--- src/vpwc_pkg.sv ---
package vpwc_pkg;
  localparam int CLK_HZ       = 40_000_000;
  localparam int CLK_NS       = 25;
  // Nominal symbol lengths in microseconds at 10.4 kbps
  localparam int SHORT_US     = 64;
  localparam int LONG_US      = 128;
  localparam int SOF_US       = 200;
  localparam int EOD_US       = 200;
  localparam int EOF_US       = 280;
  localparam int EOF_EXT_US   = 80;
  localparam int IFS_EXT_US   = 20;
  localparam int IFS_US       = 300;
  localparam int BREAK_US     = 240;
  localparam int CNT_W        = 16;
  localparam int SHORT_CYC    = SHORT_US * 1000 / CLK_NS;
  localparam int LONG_CYC     = LONG_US * 1000 / CLK_NS;
  localparam int SOF_CYC      = SOF_US * 1000 / CLK_NS;
  localparam int EOD_CYC      = EOD_US * 1000 / CLK_NS;
  localparam int EOF_CYC      = EOF_US * 1000 / CLK_NS;
  localparam int IFS_CYC      = IFS_US * 1000 / CLK_NS;
  localparam int BREAK_CYC    = (BREAK_US * 1000 + CLK_NS - 1) / CLK_NS;
  // Default receive limits; LIM_B, LIM_C and LIM_F midway between nominal lengths
  localparam int LIM_A_CYC    = 34 * 1000 / CLK_NS;
  localparam int LIM_B_CYC    = 96 * 1000 / CLK_NS;
  localparam int LIM_C_CYC    = 164 * 1000 / CLK_NS;
  localparam int LIM_D_CYC    = 239 * 1000 / CLK_NS;
  localparam int LIM_E_CYC    = 240 * 1000 / CLK_NS;
  localparam int LIM_F_CYC    = 290 * 1000 / CLK_NS;

  typedef enum logic [3:0] {
    VPWC_SYM_NONE, VPWC_SYM_ZERO, VPWC_SYM_ONE, VPWC_SYM_SOF,
    VPWC_SYM_EOD, VPWC_SYM_EOF, VPWC_SYM_IFS, VPWC_SYM_BREAK,
    VPWC_SYM_INVALID, VPWC_SYM_IDLE
  } vpwc_sym_t;

  typedef enum logic [1:0] {
    VPWC_TX_DATA0, VPWC_TX_DATA1, VPWC_TX_SOF, VPWC_TX_EOD
  } vpwc_txk_t;
endpackage : vpwc_pkg

--- src/vpwc_rx_if.sv ---
`timescale 1ns/100ps
interface vpwc_rx_if;
  import vpwc_pkg::*;
  logic                  edge_seen;
  logic                  level_active;
  logic [CNT_W-1:0]      elapsed;
  modport src (output edge_seen, output level_active, output elapsed);
  modport dst (input edge_seen, input level_active, input elapsed);
endinterface : vpwc_rx_if

--- src/vpwc_rx_timer.sv ---
`timescale 1ns/100ps
module vpwc_rx_timer (
  input  wire logic  clk,
  input  wire logic  rstn,
  input  wire logic  bus_rx,
  vpwc_rx_if.src     tm
);
  import vpwc_pkg::*;
  logic                  sync1;
  logic                  sync2;
  logic                  prev;
  logic [CNT_W-1:0]      cnt;
  wire                   is_edge = sync2 != prev;
  wire [CNT_W-1:0]       next_cnt = (&cnt) ? cnt : cnt + 1'b1;

  // Pin crosses two flops before any decision
  always_ff @(posedge clk or negedge rstn) begin
    if (!rstn) begin
      sync1 <= 1'b0;
      sync2 <= 1'b0;
      prev  <= 1'b0;
    end else begin
      sync1 <= bus_rx;
      sync2 <= sync1;
      prev  <= sync2;
    end
  end

  // Length counted in whole clock periods; saturates on idle
  always_ff @(posedge clk or negedge rstn) begin
    if (!rstn) cnt <= '0;
    else if (is_edge) cnt <= CNT_W'(1);
    else cnt <= next_cnt;
  end

  assign tm.edge_seen    = is_edge;
  assign tm.level_active = prev;
  assign tm.elapsed      = cnt;
endmodule : vpwc_rx_timer

--- src/vpwc_codec.sv ---
// Functional notes
// Level and duration between edges encode bits
// One edge per bit, 64 or 128 us
// First bit of each byte is passive
// Zero: passive 64 or active 128
// One: passive 128 or active 64
// Normalization bit coded as ordinary bit
// BREAK is active for at least 240 us
// SOF is active 200 us
// EOD is passive 200 us
// EOF passive 280 us, EOD plus 80
// IFS totals 300 us passive
// Passive over 300 us means idle
// Durations counted in whole clock periods
// Receive windows abut without gaps
// Passive interval classified by ascending windows
// Active interval classified by ascending windows
// Active past last limit is BREAK
// Late start edge gives EOF or IFS
// Pending send waits IFS, edge after EOF
// No start edge by last limit: idle
// BREAK sender should follow with SOF
// Device never sends BREAK; halts on one
// BREAK while receiving is an error
// Receive limits are configurable counts
`timescale 1ns/100ps
module vpwc_codec #(
  parameter int LIM_A = vpwc_pkg::LIM_A_CYC,
  parameter int LIM_B = vpwc_pkg::LIM_B_CYC,
  parameter int LIM_C = vpwc_pkg::LIM_C_CYC,
  parameter int LIM_D = vpwc_pkg::LIM_D_CYC,
  parameter int LIM_E = vpwc_pkg::LIM_E_CYC,
  parameter int LIM_F = vpwc_pkg::LIM_F_CYC,
  parameter int LIM_G = vpwc_pkg::IFS_CYC
) (
  input  wire logic               clk,
  input  wire logic               rstn,
  input  wire logic               bus_rx,
  output logic                    bus_tx_active,
  input  wire logic               tx_valid,
  input  wire vpwc_pkg::vpwc_txk_t tx_kind,
  output logic                    tx_ready,
  output logic                    tx_pending,
  input  wire logic               tx_abort,
  output logic                    tx_halted,
  output logic                    rx_valid,
  output vpwc_pkg::vpwc_sym_t     rx_sym,
  output logic                    bus_idle
);
  import vpwc_pkg::*;

  vpwc_rx_if tm ();
  vpwc_rx_timer u_timer (
    .clk    (clk),
    .rstn   (rstn),
    .bus_rx (bus_rx),
    .tm     (tm)
  );

  localparam logic [CNT_W-1:0] LA = CNT_W'(LIM_A);
  localparam logic [CNT_W-1:0] LB = CNT_W'(LIM_B);
  localparam logic [CNT_W-1:0] LC = CNT_W'(LIM_C);
  localparam logic [CNT_W-1:0] LD = CNT_W'(LIM_D);
  localparam logic [CNT_W-1:0] LE = CNT_W'(LIM_E);
  localparam logic [CNT_W-1:0] LF = CNT_W'(LIM_F);
  localparam logic [CNT_W-1:0] LG = CNT_W'(LIM_G);

  // Window upper limits double as next lower limits, so no gaps
  function automatic vpwc_sym_t classify(input logic act,
                                         input logic [CNT_W-1:0] n);
    if (n < LA) return VPWC_SYM_INVALID;
    if (!act) begin
      if (n < LB) return VPWC_SYM_ZERO;
      if (n < LC) return VPWC_SYM_ONE;
      if (n < LD) return VPWC_SYM_EOD;
      if (n < LF) return VPWC_SYM_EOF;
      return VPWC_SYM_IFS;
    end
    if (n < LB) return VPWC_SYM_ONE;
    if (n < LC) return VPWC_SYM_ZERO;
    if (n <= LD) return VPWC_SYM_SOF;
    return VPWC_SYM_BREAK;
  endfunction : classify

  wire        was_active = tm.level_active;
  wire [CNT_W-1:0] n     = tm.elapsed;
  // Edge ends the interval just measured; polarity before the edge
  wire        done_active = was_active;
  wire vpwc_sym_t edge_sym = classify(done_active, n - 1'b1);
  // Break and idle are flagged while the level still stands
  wire        hit_break = was_active && !tm.edge_seen && n == LE;
  wire        hit_idle  = !was_active && !tm.edge_seen && n == LG;
  wire        eof_seen  = !was_active && n >= LD;
  wire        ifs_done  = !was_active && n >= LG;

  // Tx symbol timer and level
  logic [CNT_W-1:0] tx_cnt;
  logic             tx_busy;
  logic             eof_armed;
  logic             tx_level;
  wire  logic       next_level;
  wire [CNT_W-1:0]  next_len;
  wire              is_sof = tx_kind == VPWC_TX_SOF;
  // Each bit toggles the level; SOF forces active, EOD passive
  // so the first bit after SOF always goes out passive
  assign next_level = is_sof ? 1'b1 :
                      (tx_kind == VPWC_TX_EOD) ? 1'b0 : ~tx_level;
  // Passive zero and active one short; else long
  assign next_len = is_sof ? CNT_W'(SOF_CYC) :
                    (tx_kind == VPWC_TX_EOD) ? CNT_W'(EOD_CYC) :
                    ((tx_kind == VPWC_TX_DATA1) == next_level) ?
                      CNT_W'(SHORT_CYC) : CNT_W'(LONG_CYC);
  // SOF waits for IFS or idle, or any start edge once EOF seen
  wire sof_go  = ifs_done || bus_idle ||
                 (eof_armed && tm.edge_seen && !was_active);
  wire can_go  = !tx_busy && !tx_halted && tx_valid &&
                 (!is_sof || sof_go);
  wire tx_fire = can_go && !tx_abort;

  always_ff @(posedge clk or negedge rstn) begin
    if (!rstn) begin
      bus_tx_active <= 1'b0;
      tx_level      <= 1'b0;
      tx_cnt        <= '0;
      tx_busy       <= 1'b0;
    end else if (tx_abort || tx_halted) begin
      bus_tx_active <= 1'b0;
      tx_level      <= 1'b0;
      tx_busy       <= 1'b0;
    end else if (tx_fire) begin
      bus_tx_active <= next_level;
      tx_level      <= next_level;
      tx_cnt        <= next_len - 1'b1;
      tx_busy       <= 1'b1;
    end else if (tx_busy) begin
      tx_busy <= tx_cnt != '0;
      tx_cnt  <= tx_cnt - 1'b1;
    end else begin
      // Nothing queued: go passive, so a stalled host never makes a BREAK;
      // the gap only stretches the adjoining passive bit
      bus_tx_active <= 1'b0;
    end
  end

  // BREAK never sent; one seen during a send halts it
  always_ff @(posedge clk or negedge rstn) begin
    if (!rstn) tx_halted <= 1'b0;
    else if (hit_break && tx_busy) tx_halted <= 1'b1;
    else if (tx_abort) tx_halted <= 1'b0;
  end

  always_ff @(posedge clk or negedge rstn) begin
    if (!rstn) eof_armed <= 1'b0;
    else if (eof_seen) eof_armed <= 1'b1;
    else if (tm.edge_seen) eof_armed <= 1'b0;
  end

  always_ff @(posedge clk or negedge rstn) begin
    if (!rstn) begin
      tx_ready   <= 1'b0;
      tx_pending <= 1'b0;
    end else begin
      tx_ready   <= !tx_busy && !tx_fire && !tx_halted;
      tx_pending <= tx_valid && !tx_fire;
    end
  end

  // Break reported once, as VPWC_SYM_BREAK, for the host to treat as an error
  always_ff @(posedge clk or negedge rstn) begin
    if (!rstn) begin
      rx_valid <= 1'b0;
      rx_sym   <= VPWC_SYM_NONE;
      bus_idle <= 1'b1;
    end else begin
      rx_valid <= (tm.edge_seen && !(done_active && n > LE)) ||
                  hit_break || hit_idle;
      rx_sym   <= hit_break ? VPWC_SYM_BREAK :
                  hit_idle ? VPWC_SYM_IDLE :
                  tm.edge_seen ? edge_sym : rx_sym;
      bus_idle <= tm.edge_seen ? 1'b0 : (hit_idle ? 1'b1 : bus_idle);
    end
  end

  a_break_halts: assert property (@(posedge clk) disable iff (!rstn)
    hit_break && tx_busy |=> tx_halted)
    else $error("break did not halt transmit");
  a_idle_flag: assert property (@(posedge clk) disable iff (!rstn)
    hit_idle |=> bus_idle && rx_sym == VPWC_SYM_IDLE)
    else $error("idle not flagged");
  a_break_report: assert property (@(posedge clk) disable iff (!rstn)
    hit_break |=> rx_valid && rx_sym == VPWC_SYM_BREAK)
    else $error("break not reported");
  a_sof_level: assert property (@(posedge clk) disable iff (!rstn)
    tx_fire && is_sof |=> bus_tx_active)
    else $error("sof not active");
  a_eod_level: assert property (@(posedge clk) disable iff (!rstn)
    tx_fire && tx_kind == VPWC_TX_EOD |=> !bus_tx_active)
    else $error("eod not passive");
  a_bit_toggle: assert property (@(posedge clk) disable iff (!rstn)
    tx_fire && tx_kind inside {VPWC_TX_DATA0, VPWC_TX_DATA1}
    |=> bus_tx_active != $past(tx_level))
    else $error("bit did not toggle level");
  a_short_len: assert property (@(posedge clk) disable iff (!rstn)
    tx_fire && !is_sof && next_len == CNT_W'(SHORT_CYC)
    |=> tx_busy [*8])
    else $error("short symbol ended early");
  a_sof_wait: assert property (@(posedge clk) disable iff (!rstn)
    tx_fire && is_sof |-> (bus_idle || (!was_active && n >= LD)))
    else $error("sof sent too early");
  a_tx_release: assert property (@(posedge clk) disable iff (!rstn)
    !tx_busy && !tx_fire |=> !bus_tx_active)
    else $error("bus held active with no symbol");
  a_halt_drop: assert property (@(posedge clk) disable iff (!rstn)
    tx_halted |=> !bus_tx_active && !tx_busy)
    else $error("halted send still driving");

  c_sof_sent: cover property (@(posedge clk) tx_fire && is_sof);
  c_break:    cover property (@(posedge clk) hit_break);
  c_idle:     cover property (@(posedge clk) hit_idle);
  c_eod_rx:   cover property (@(posedge clk)
    rx_valid && rx_sym == VPWC_SYM_EOD);
  c_eof_join: cover property (@(posedge clk)
    tx_fire && is_sof && tm.edge_seen);
endmodule : vpwc_codec

--- config.mk ---
export PLATFORM = sky130hd
export DESIGN_NAME = vpwc_codec
export DESIGN_NICKNAME = d
export VERILOG_FILES = /design/src/vpwc_pkg.sv /design/src/vpwc_rx_if.sv /design/src/vpwc_rx_timer.sv /design/src/vpwc_codec.sv
export SDC_FILE = /design/constraint.sdc
export NUM_CORES = 1
export LEC_CHECK = 0
export BUFFER_PORTS_ARGS = -buffer_cell sky130_fd_sc_hd__buf_2
export CORE_MARGIN = 5
export CORE_UTILIZATION = 25
export CTS_CLUSTER_SIZE = 20
export DETAILED_ROUTE_END_ITERATION = 8
export SYNTH_ARGS = -nofsm -noshare
export SYNTH_HDL_FRONTEND = slang
export SYNTH_HIERARCHICAL = 1
export SYNTH_SLANG_ARGS = --single-unit
--- constraint.sdc ---
create_clock -name clk -period 4.6 [get_ports clk]
set_input_delay 0.46 -clock clk [delete_from_list [all_inputs] [get_ports clk]]
set_output_delay 0.46 -clock clk [all_outputs]
set_load 0.03 [all_outputs]
Word level (Yosys, flattened, before mapping)
Index checks and enable logic that the tools add are counted.
{ "classes": {"addsub": 4, "order_cmp": 9, "n_eq_ne": 9, "mux": 84, "n_bitwise": 2, "reduce_logical": 41} }
{ "ops": {"columns": ["operator", "n"], "rows": [
  ["$mux W4", 30],
  ["$mux W16", 4],
  ["$mux W1", 47],
  ["$mux W13", 3],
  ["$eq A16 B14 Y1 const B", 2],
  ["$ge A16 B14 Y1 const B", 2],
  ["$lt A16 B14 Y1 const B", 2],
  ["$sub A16 B1 Y16 const B", 2],
  ["$logic_and A1 B1 Y1", 18],
  ["$add A16 B1 Y16 const B", 1],
  ["$gt A16 B14 Y1 const B", 1],
  ["$le A16 B14 Y1 const B", 1],
  ["$lt A16 B11 Y1 const B", 1],
  ["$lt A16 B12 Y1 const B", 1],
  ["$lt A16 B13 Y1 const B", 1],
  ["$reduce_and A16 Y1", 1],
  ["$reduce_bool A16 Y1", 1],
  ["$sub A13 B1 Y14 const B", 1],
  ["$reduce_bool A2 Y1", 5],
  ["$logic_not A1 Y1", 8],
  ["$logic_or A1 B1 Y1", 6],
  ["$eq A2 B2 Y1 const B", 2],
  ["$ne A3 B1 Y1 const B", 1],
  ["$reduce_bool A3 Y1", 1],
  ["other kinds (6)", 7]
]} }
{ "word_totals": {"regBits": 48, "out_inout_bits": 10, "elab_cells": 164} }

Longest topological paths before layout
{ "depth": {"ltp_word": 33, "ltp_mapped": 12} }

Modules after synthesis
Netlist, hierarchy kept.
{ "by_module_without_submodules": {"columns": ["module", "n_inst", "cells_each", "area_each_um2", "seq_area_each_um2"], "rows": [
  ["vpwc_codec", 1, 321, 2449.8, 726.9],
  ["vpwc_rx_timer", 1, 90, 950.9, 475.5]
]} }

Worst setup path after synthesis
OpenSTA, ideal clock, no wires.
{ "synth_path": {"path_kind": "reg2reg", "startpoint": "reg u_timer.cnt[0] (netlist: u_timer/tm.elapsed[0])", "endpoint": "reg rx_sym[1]", "t_arrival_ns": 2.812, "t_required_ns": 4.469, "slack_ns": 1.657, "stages_incl_launch_ff": 13, "synth_period_minus_slack_ns": 2.943, "path_cell_list": "dfrtp_1 -> inv_1 -> ha_1 -> clkbuf_1 -> or3b_2 -> buf_2 -> a21oi_1 -> a31oi_1 -> o311ai_1 -> a31o_2 -> nor2_1 -> a2111oi_2 -> nor3_1"} }
{ "synth_via": {"elab_chain_cells": 31, "elab_cells_between_ends": 70, "cone_classes": "add/sub (1); order compare (6); eq/ne (2); mux (58); reduce/logical (3)"} }
{ "synth_lines": {"columns": ["element", "line_no", "text"], "rows": [
  ["from (decl)", "vpwc_rx_timer.sv:12", "logic [CNT_W-1:0] cnt;"],
  ["from (signal assigned)", "vpwc_rx_timer.sv:33", "else cnt <= next_cnt;"],
  ["$sub A16 B1 Y16", "vpwc_codec.sv:89", "wire vpwc_sym_t edge_sym = classify(done_active, n - 1'b1);"],
  ["$lt A16 B12 Y1", "vpwc_codec.sv:73, vpwc_codec.sv:79", null],
  ["$mux W4", "vpwc_codec.sv:73", "if (n < LB) return VPWC_SYM_ZERO;"],
  ["$mux W4 (2 in a row)", "vpwc_codec.sv:72", "if (!act) begin"],
  ["$mux W4 (2 in a row)", "vpwc_codec.sv:74", "if (n < LC) return VPWC_SYM_ONE;"],
  ["$mux W4 (2 in a row)", "vpwc_codec.sv:72", null],
  ["$mux W4 (2 in a row)", "vpwc_codec.sv:75", "if (n < LD) return VPWC_SYM_EOD;"],
  ["$mux W4", "vpwc_codec.sv:74", null],
  ["[... 11 more ...]", null, null],
  ["$mux W4", "vpwc_codec.sv:82", "return VPWC_SYM_BREAK;"],
  ["$mux W4", "vpwc_codec.sv:81", "if (n <= LD) return VPWC_SYM_SOF;"],
  ["$mux W4", "vpwc_codec.sv:80", "if (n < LC) return VPWC_SYM_ZERO;"],
  ["$mux W4", "vpwc_codec.sv:79", "if (n < LB) return VPWC_SYM_ONE;"],
  ["$mux W4", "vpwc_codec.sv:72", null],
  ["$mux W4", "vpwc_codec.sv:179", "tm.edge_seen ? edge_sym : rx_sym;"],
  ["$mux W4", "vpwc_codec.sv:178", "hit_idle ? VPWC_SYM_IDLE :"],
  ["$mux W4", "vpwc_codec.sv:177", "rx_sym <= hit_break ? VPWC_SYM_BREAK :"],
  ["to (signal assigned)", "vpwc_codec.sv:177", null],
  ["to (decl)", "vpwc_codec.sv:47", "output vpwc_pkg::vpwc_sym_t rx_sym,"]
]} }
Parallel ways exist; a longest one is shown, timed or not. The select of a mux whose other input is x is not followed.
A chain may end at the register's enable or synchronous reset.

Final worst setup path
{ "layout_path": {"startpoint": "reg u_timer.cnt[3] (netlist: u_timer/tm.elapsed[3])", "endpoint": "reg tx_cnt[11]"} }
{ "layout_via": {"elab_chain_cells": 9, "elab_cells_between_ends": 10, "cone_classes": "order compare (1); mux (1); reduce/logical (8)"} }
{ "layout_lines": {"columns": ["element", "line_no", "text"], "rows": [
  ["$ge A16 B14 Y1 *", "vpwc_codec.sv:94", "wire ifs_done = !was_active && n >= LG;"],
  ["$logic_and A1 B1 Y1 *", "vpwc_codec.sv:94", null],
  ["$logic_or A1 B1 Y1 * (2 in a row)", "vpwc_codec.sv:114", "wire sof_go = ifs_done || bus_idle ||"],
  ["$logic_or A1 B1 Y1 *", "vpwc_codec.sv:117", "(!is_sof || sof_go);"],
  ["$logic_and A1 B1 Y1 *", "vpwc_codec.sv:116", "wire can_go = !tx_busy && !tx_halted && tx_valid &&"],
  ["$logic_and A1 B1 Y1 *", "vpwc_codec.sv:118", "wire tx_fire = can_go && !tx_abort;"],
  ["$reduce_bool A2 Y1 (no line)", null, null],
  ["$reduce_and A2 Y1 (no line)", null, null],
  ["to (signal assigned)", "vpwc_codec.sv:133", "tx_cnt <= next_len - 1'b1;"],
  ["to (signal assigned)", "vpwc_codec.sv:137", "tx_cnt <= tx_cnt - 1'b1;"],
  ["to (decl)", "vpwc_codec.sv:97", "logic [CNT_W-1:0] tx_cnt;"]
]} }
Mark *: on every way between the ends. The rest lies on a longest branch, timed or not.

==> results.toml <==
[timing]
post-route-period-util_pct = 71.5
worst_clock_skew_ns = 0.00219
hold_viol_final = 0
max_clock_freq_ghz = 0.304
fin_worst_hold_slack_ns = 0.285
final.setup.tns_ns = 0
rsz_0062_raised_after_global_routing = "false"
slew_headroom_pct = 45.5
final.setup.worst_slack_ns = 1.31
timing.final.setup_violations = 0
report.final.slew_viol_count = 0
timing_worst_slew_pin_value_ns = 0.818
finalWorstPathRequiredPeriod_ns = 3.29

[critical_path]
type_of_origin_of_the_critical_path = "flip-flop"
worst-r2r-cell-count = 8
critical_path_arrival_ns = 3.46
timing.critical_path.fanout_max = 16
cp_slowest_cell = "sky130_fd_sc_hd__or4_1"
worstPathCellList = "or4_1, nor2_1, a31oi_1, a311oi_1, nand2_1, nor3_1, a31oi_1, o22a_1"
timing.critical_path.max_delay_family = "simple AND/OR/NAND/NOR gates"
worst_setup_path_end_kind = "flip-flop"
r2r_slack_ns = 1.31
critical-path-top-cell-by-count = "sky130_fd_sc_hd__a31oi_1"
max_stage_delay_ns = 0.70
timing.critical_path.buf_inv = 0
critical_path_class = "flip-flop to flip-flop"
required_ns = 4.78
r2r_end = "tx_cnt[11]"
r2r-start = "u_timer/tm.elapsed[3]"

[synth]
synth_edf_count = 0
ys.flop_type = "sky130_fd_sc_hd__dfrtp_1"
ys.warnings.count = 6
ys_ff_latch = 48
postSynth.asyncResetShare_pct = 100
syn-mean-instance-area_sq_um = 8.27
syn-cell-area_sq_um = 3400
synth_top_area_share_pct = 34.6
netlist-cell-type-count = 70
syn-num-nets = 422
top_area_cells_in_the_synthesized_netlist = "sky130_fd_sc_hd__dfrtp_1 35%, sky130_fd_sc_hd__nor3_1 4.1%, sky130_fd_sc_hd__nand2_1 4.0%, sky130_fd_sc_hd__nor2_1 3.9%, sky130_fd_sc_hd__a21oi_1 3.1%"
cell_type_with_the_largest_total_area_after_synthesis = "sky130_fd_sc_hd__dfrtp_1"
synth_cells = 411
seq_area_frac_synth_pct = 35.4

[cells_and_area]
finalCoreUtilization_pct = 28.6
most_frequent_standard_cell_in_the_layout_excluding_fill_and_tap_cells = "sky130_fd_sc_hd__dfrtp_1"
post_route_cells_drive_above_1_share_pct = 12.0
final_area_sq_um = 3810
antenna_cells = 0
final_cell_count_no_fill = 591
areaGrowthSynthToFinish_pct = 12.0
net_count_of_the_finished_layout = 425
layout_common_cells = "47 x sky130_fd_sc_hd__dfrtp_1, 36 x sky130_fd_sc_hd__nand2_1, 35 x sky130_fd_sc_hd__nor2_1"

[placed_design]
placedCellCount = 582
place_area_sq_um = 3630
finalWeightedCongestion = 0.865
port_buffer_cells = 16
hpwl_mm = 6.47
detailedPlace.worstSlack_ns = 1.33

[hold_path]
min_delay_src = "bus_rx"
hold_class = "input port to flip-flop"
min_delay_path_depth = 1
min_to = "u_timer/sync1"

[clock_network]
worst_setup_hold_path_clk_slew_ns = 0.06
clkLatencyLatePin_ns = 0.29
ctsResizeCount = 0
cts_inserted_buffers = 5
ctsHtreeMaxLevel = 2
cts_num_sinks = 48
cts_max_path_buffers = 2
tritoncts = "done"
clk_root_buffer_cell = "sky130_fd_sc_hd__clkbuf_16"

[drt]
antenna_left = 0
drtPass1Iterations = 5
route.vias.total = 3259
drc_errors = 0
detail_route.vias_per_cell = 5.51
drt_iter0_drc = 321
postRouteWirelength_mm = 9.13
routed_wirelength_normalized_by_instance_count_microns = 15.4

[power]
pwr_density_cell_nw_per_um2 = 344
power.share.combinational_pct = 27.7
internal_power_mw = 0.872
netSwitchingPower_mw = 0.438
leakage_nw = 1.45
largest_voltage_drop_on_the_vdd_net_v = 0.000186
seq_power_share_pct = 40.7
swShare_pct = 33.5
total_power_mw = 1.31
pwr-share-clk_pct = 31.5

[status]
run_status = "completed"

[global_route]
grt-ovfl-total = 0
antenna_found_initial = 0
grt_pass1_vias = 3097
grt_usage_pct = 11.5
grt_max_degree = 44
grt_pass1_wl_mm = 15.6

[floorplanning]
die_height_microns = 127
starting_density_of_the_core_pct = 25.6
std_cell_rows = 42
floorplan_core_area_sq_um = 13300
die_w_microns = 127
die_area_sq_um = 16000
ioPinCount = 17

[flow_run]
max-cap-violations = 0
-- per-layer routing --
layer	track usage [%]	routed length [microns]	vias to the layer above
li1	-	-	1568
met1	16.5	4360	1582
met2	17.6	4190	98
met3	2.35	496	11
met4	2.78	87	0
met5	0	0	-
-- power by group through the flow --
stage                     registers, mW  logic, mW  clock network (mW)
after CTS                         0.534      0.365               0.422
final                             0.534      0.363               0.413
after global routing              0.546      0.407               0.442
after floorplan                   0.558      0.244                   0
after global placement            0.538      0.360                   0
after detailed placement          0.542      0.362                   0
-- cell usage after synthesis (7+ instances only) --
library cell and n:
sky130_fd_sc_hd__a21oi_1 21, sky130_fd_sc_hd__o21ai_0 21, sky130_fd_sc_hd__or4_1 8, sky130_fd_sc_hd__a31oi_1 7, sky130_fd_sc_hd__nor4_1 9, sky130_fd_sc_hd__clkbuf_1 21
sky130_fd_sc_hd__inv_1 14, sky130_fd_sc_hd__nor2_1 35, sky130_fd_sc_hd__nand2_1 36, sky130_fd_sc_hd__nor3_1 28, sky130_fd_sc_hd__nand3_1 15, sky130_fd_sc_hd__or3_1 8
sky130_fd_sc_hd__dfrtp_1 47, sky130_fd_sc_hd__xnor2_1 10
-- worst max path at each step --
stage	slack [ns]	startpoint	endpoint	cells past startpoint
2_1_floorplan	1.66	u_timer/tm.elapsed[0]	rx_sym[1]	12
3_3_place_gp	1.38	u_timer/tm.elapsed[3]	tx_cnt[11]	8
3_5_place_dp	1.33	u_timer/tm.elapsed[3]	tx_cnt[11]	8
4_1_cts	1.32	u_timer/tm.elapsed[3]	tx_cnt[11]	8
5_1_grt	0.97	u_timer/tm.elapsed[3]	tx_cnt[11]	8
6_report	1.31	u_timer/tm.elapsed[3]	tx_cnt[11]	8
-- kinds of logic (layout without fill, tap and decap cells) --
logic type / after synthesis / in the layout / share of synthesized area (%)
flip-flops: 48 / 48 / 35.4
AO/OA/AOI/OAI: 113 / 113 / 23.0
XOR/XNOR: 14 / 14 / 3.61
buffers and inverters: 39 / 43 / 4.41
AND/OR/NAND/NOR: 190 / 190 / 31.2
multiplexers: 3 / 3 / 0.920
adder cells (fa/ha/maj): 4 / 4 / 1.47
-- registers in the layout, indices dropped and copies added (netlist names) --
register / flops
tx_pending: 1
bus_idle: 1
u_timer/tm.level_active: 1
rx_valid: 1
tx_level: 1
u_timer/sync1: 1
eof_armed: 1
tx_busy: 1
tx_halted: 1
bus_tx_active: 1
tx_cnt: 16
u_timer/tm.elapsed: 16
tx_ready: 1
u_timer/sync2: 1
rx_sym: 4
-- final cells by class --
class                           instances  area, sq um
Tap cell                              176          220
Fill cell                            1439         9490
Clock inverter                          2         35.0
Timing Repair Buffer                   21          120
Inverter                               14         52.6
Sequential cell                        48         1200
Multi-Input combinational cell        324         2050
Clock buffer                            6          129
-- what timing repair did --
item / CTS / global route
hold buffers: 1 / 0
hold endpoints to repair: 5 / 0
buffers inserted: 0 / 0
setup endpoints to repair: 0 / 0
No activity file was read; power rests on OpenSTA's default activity.
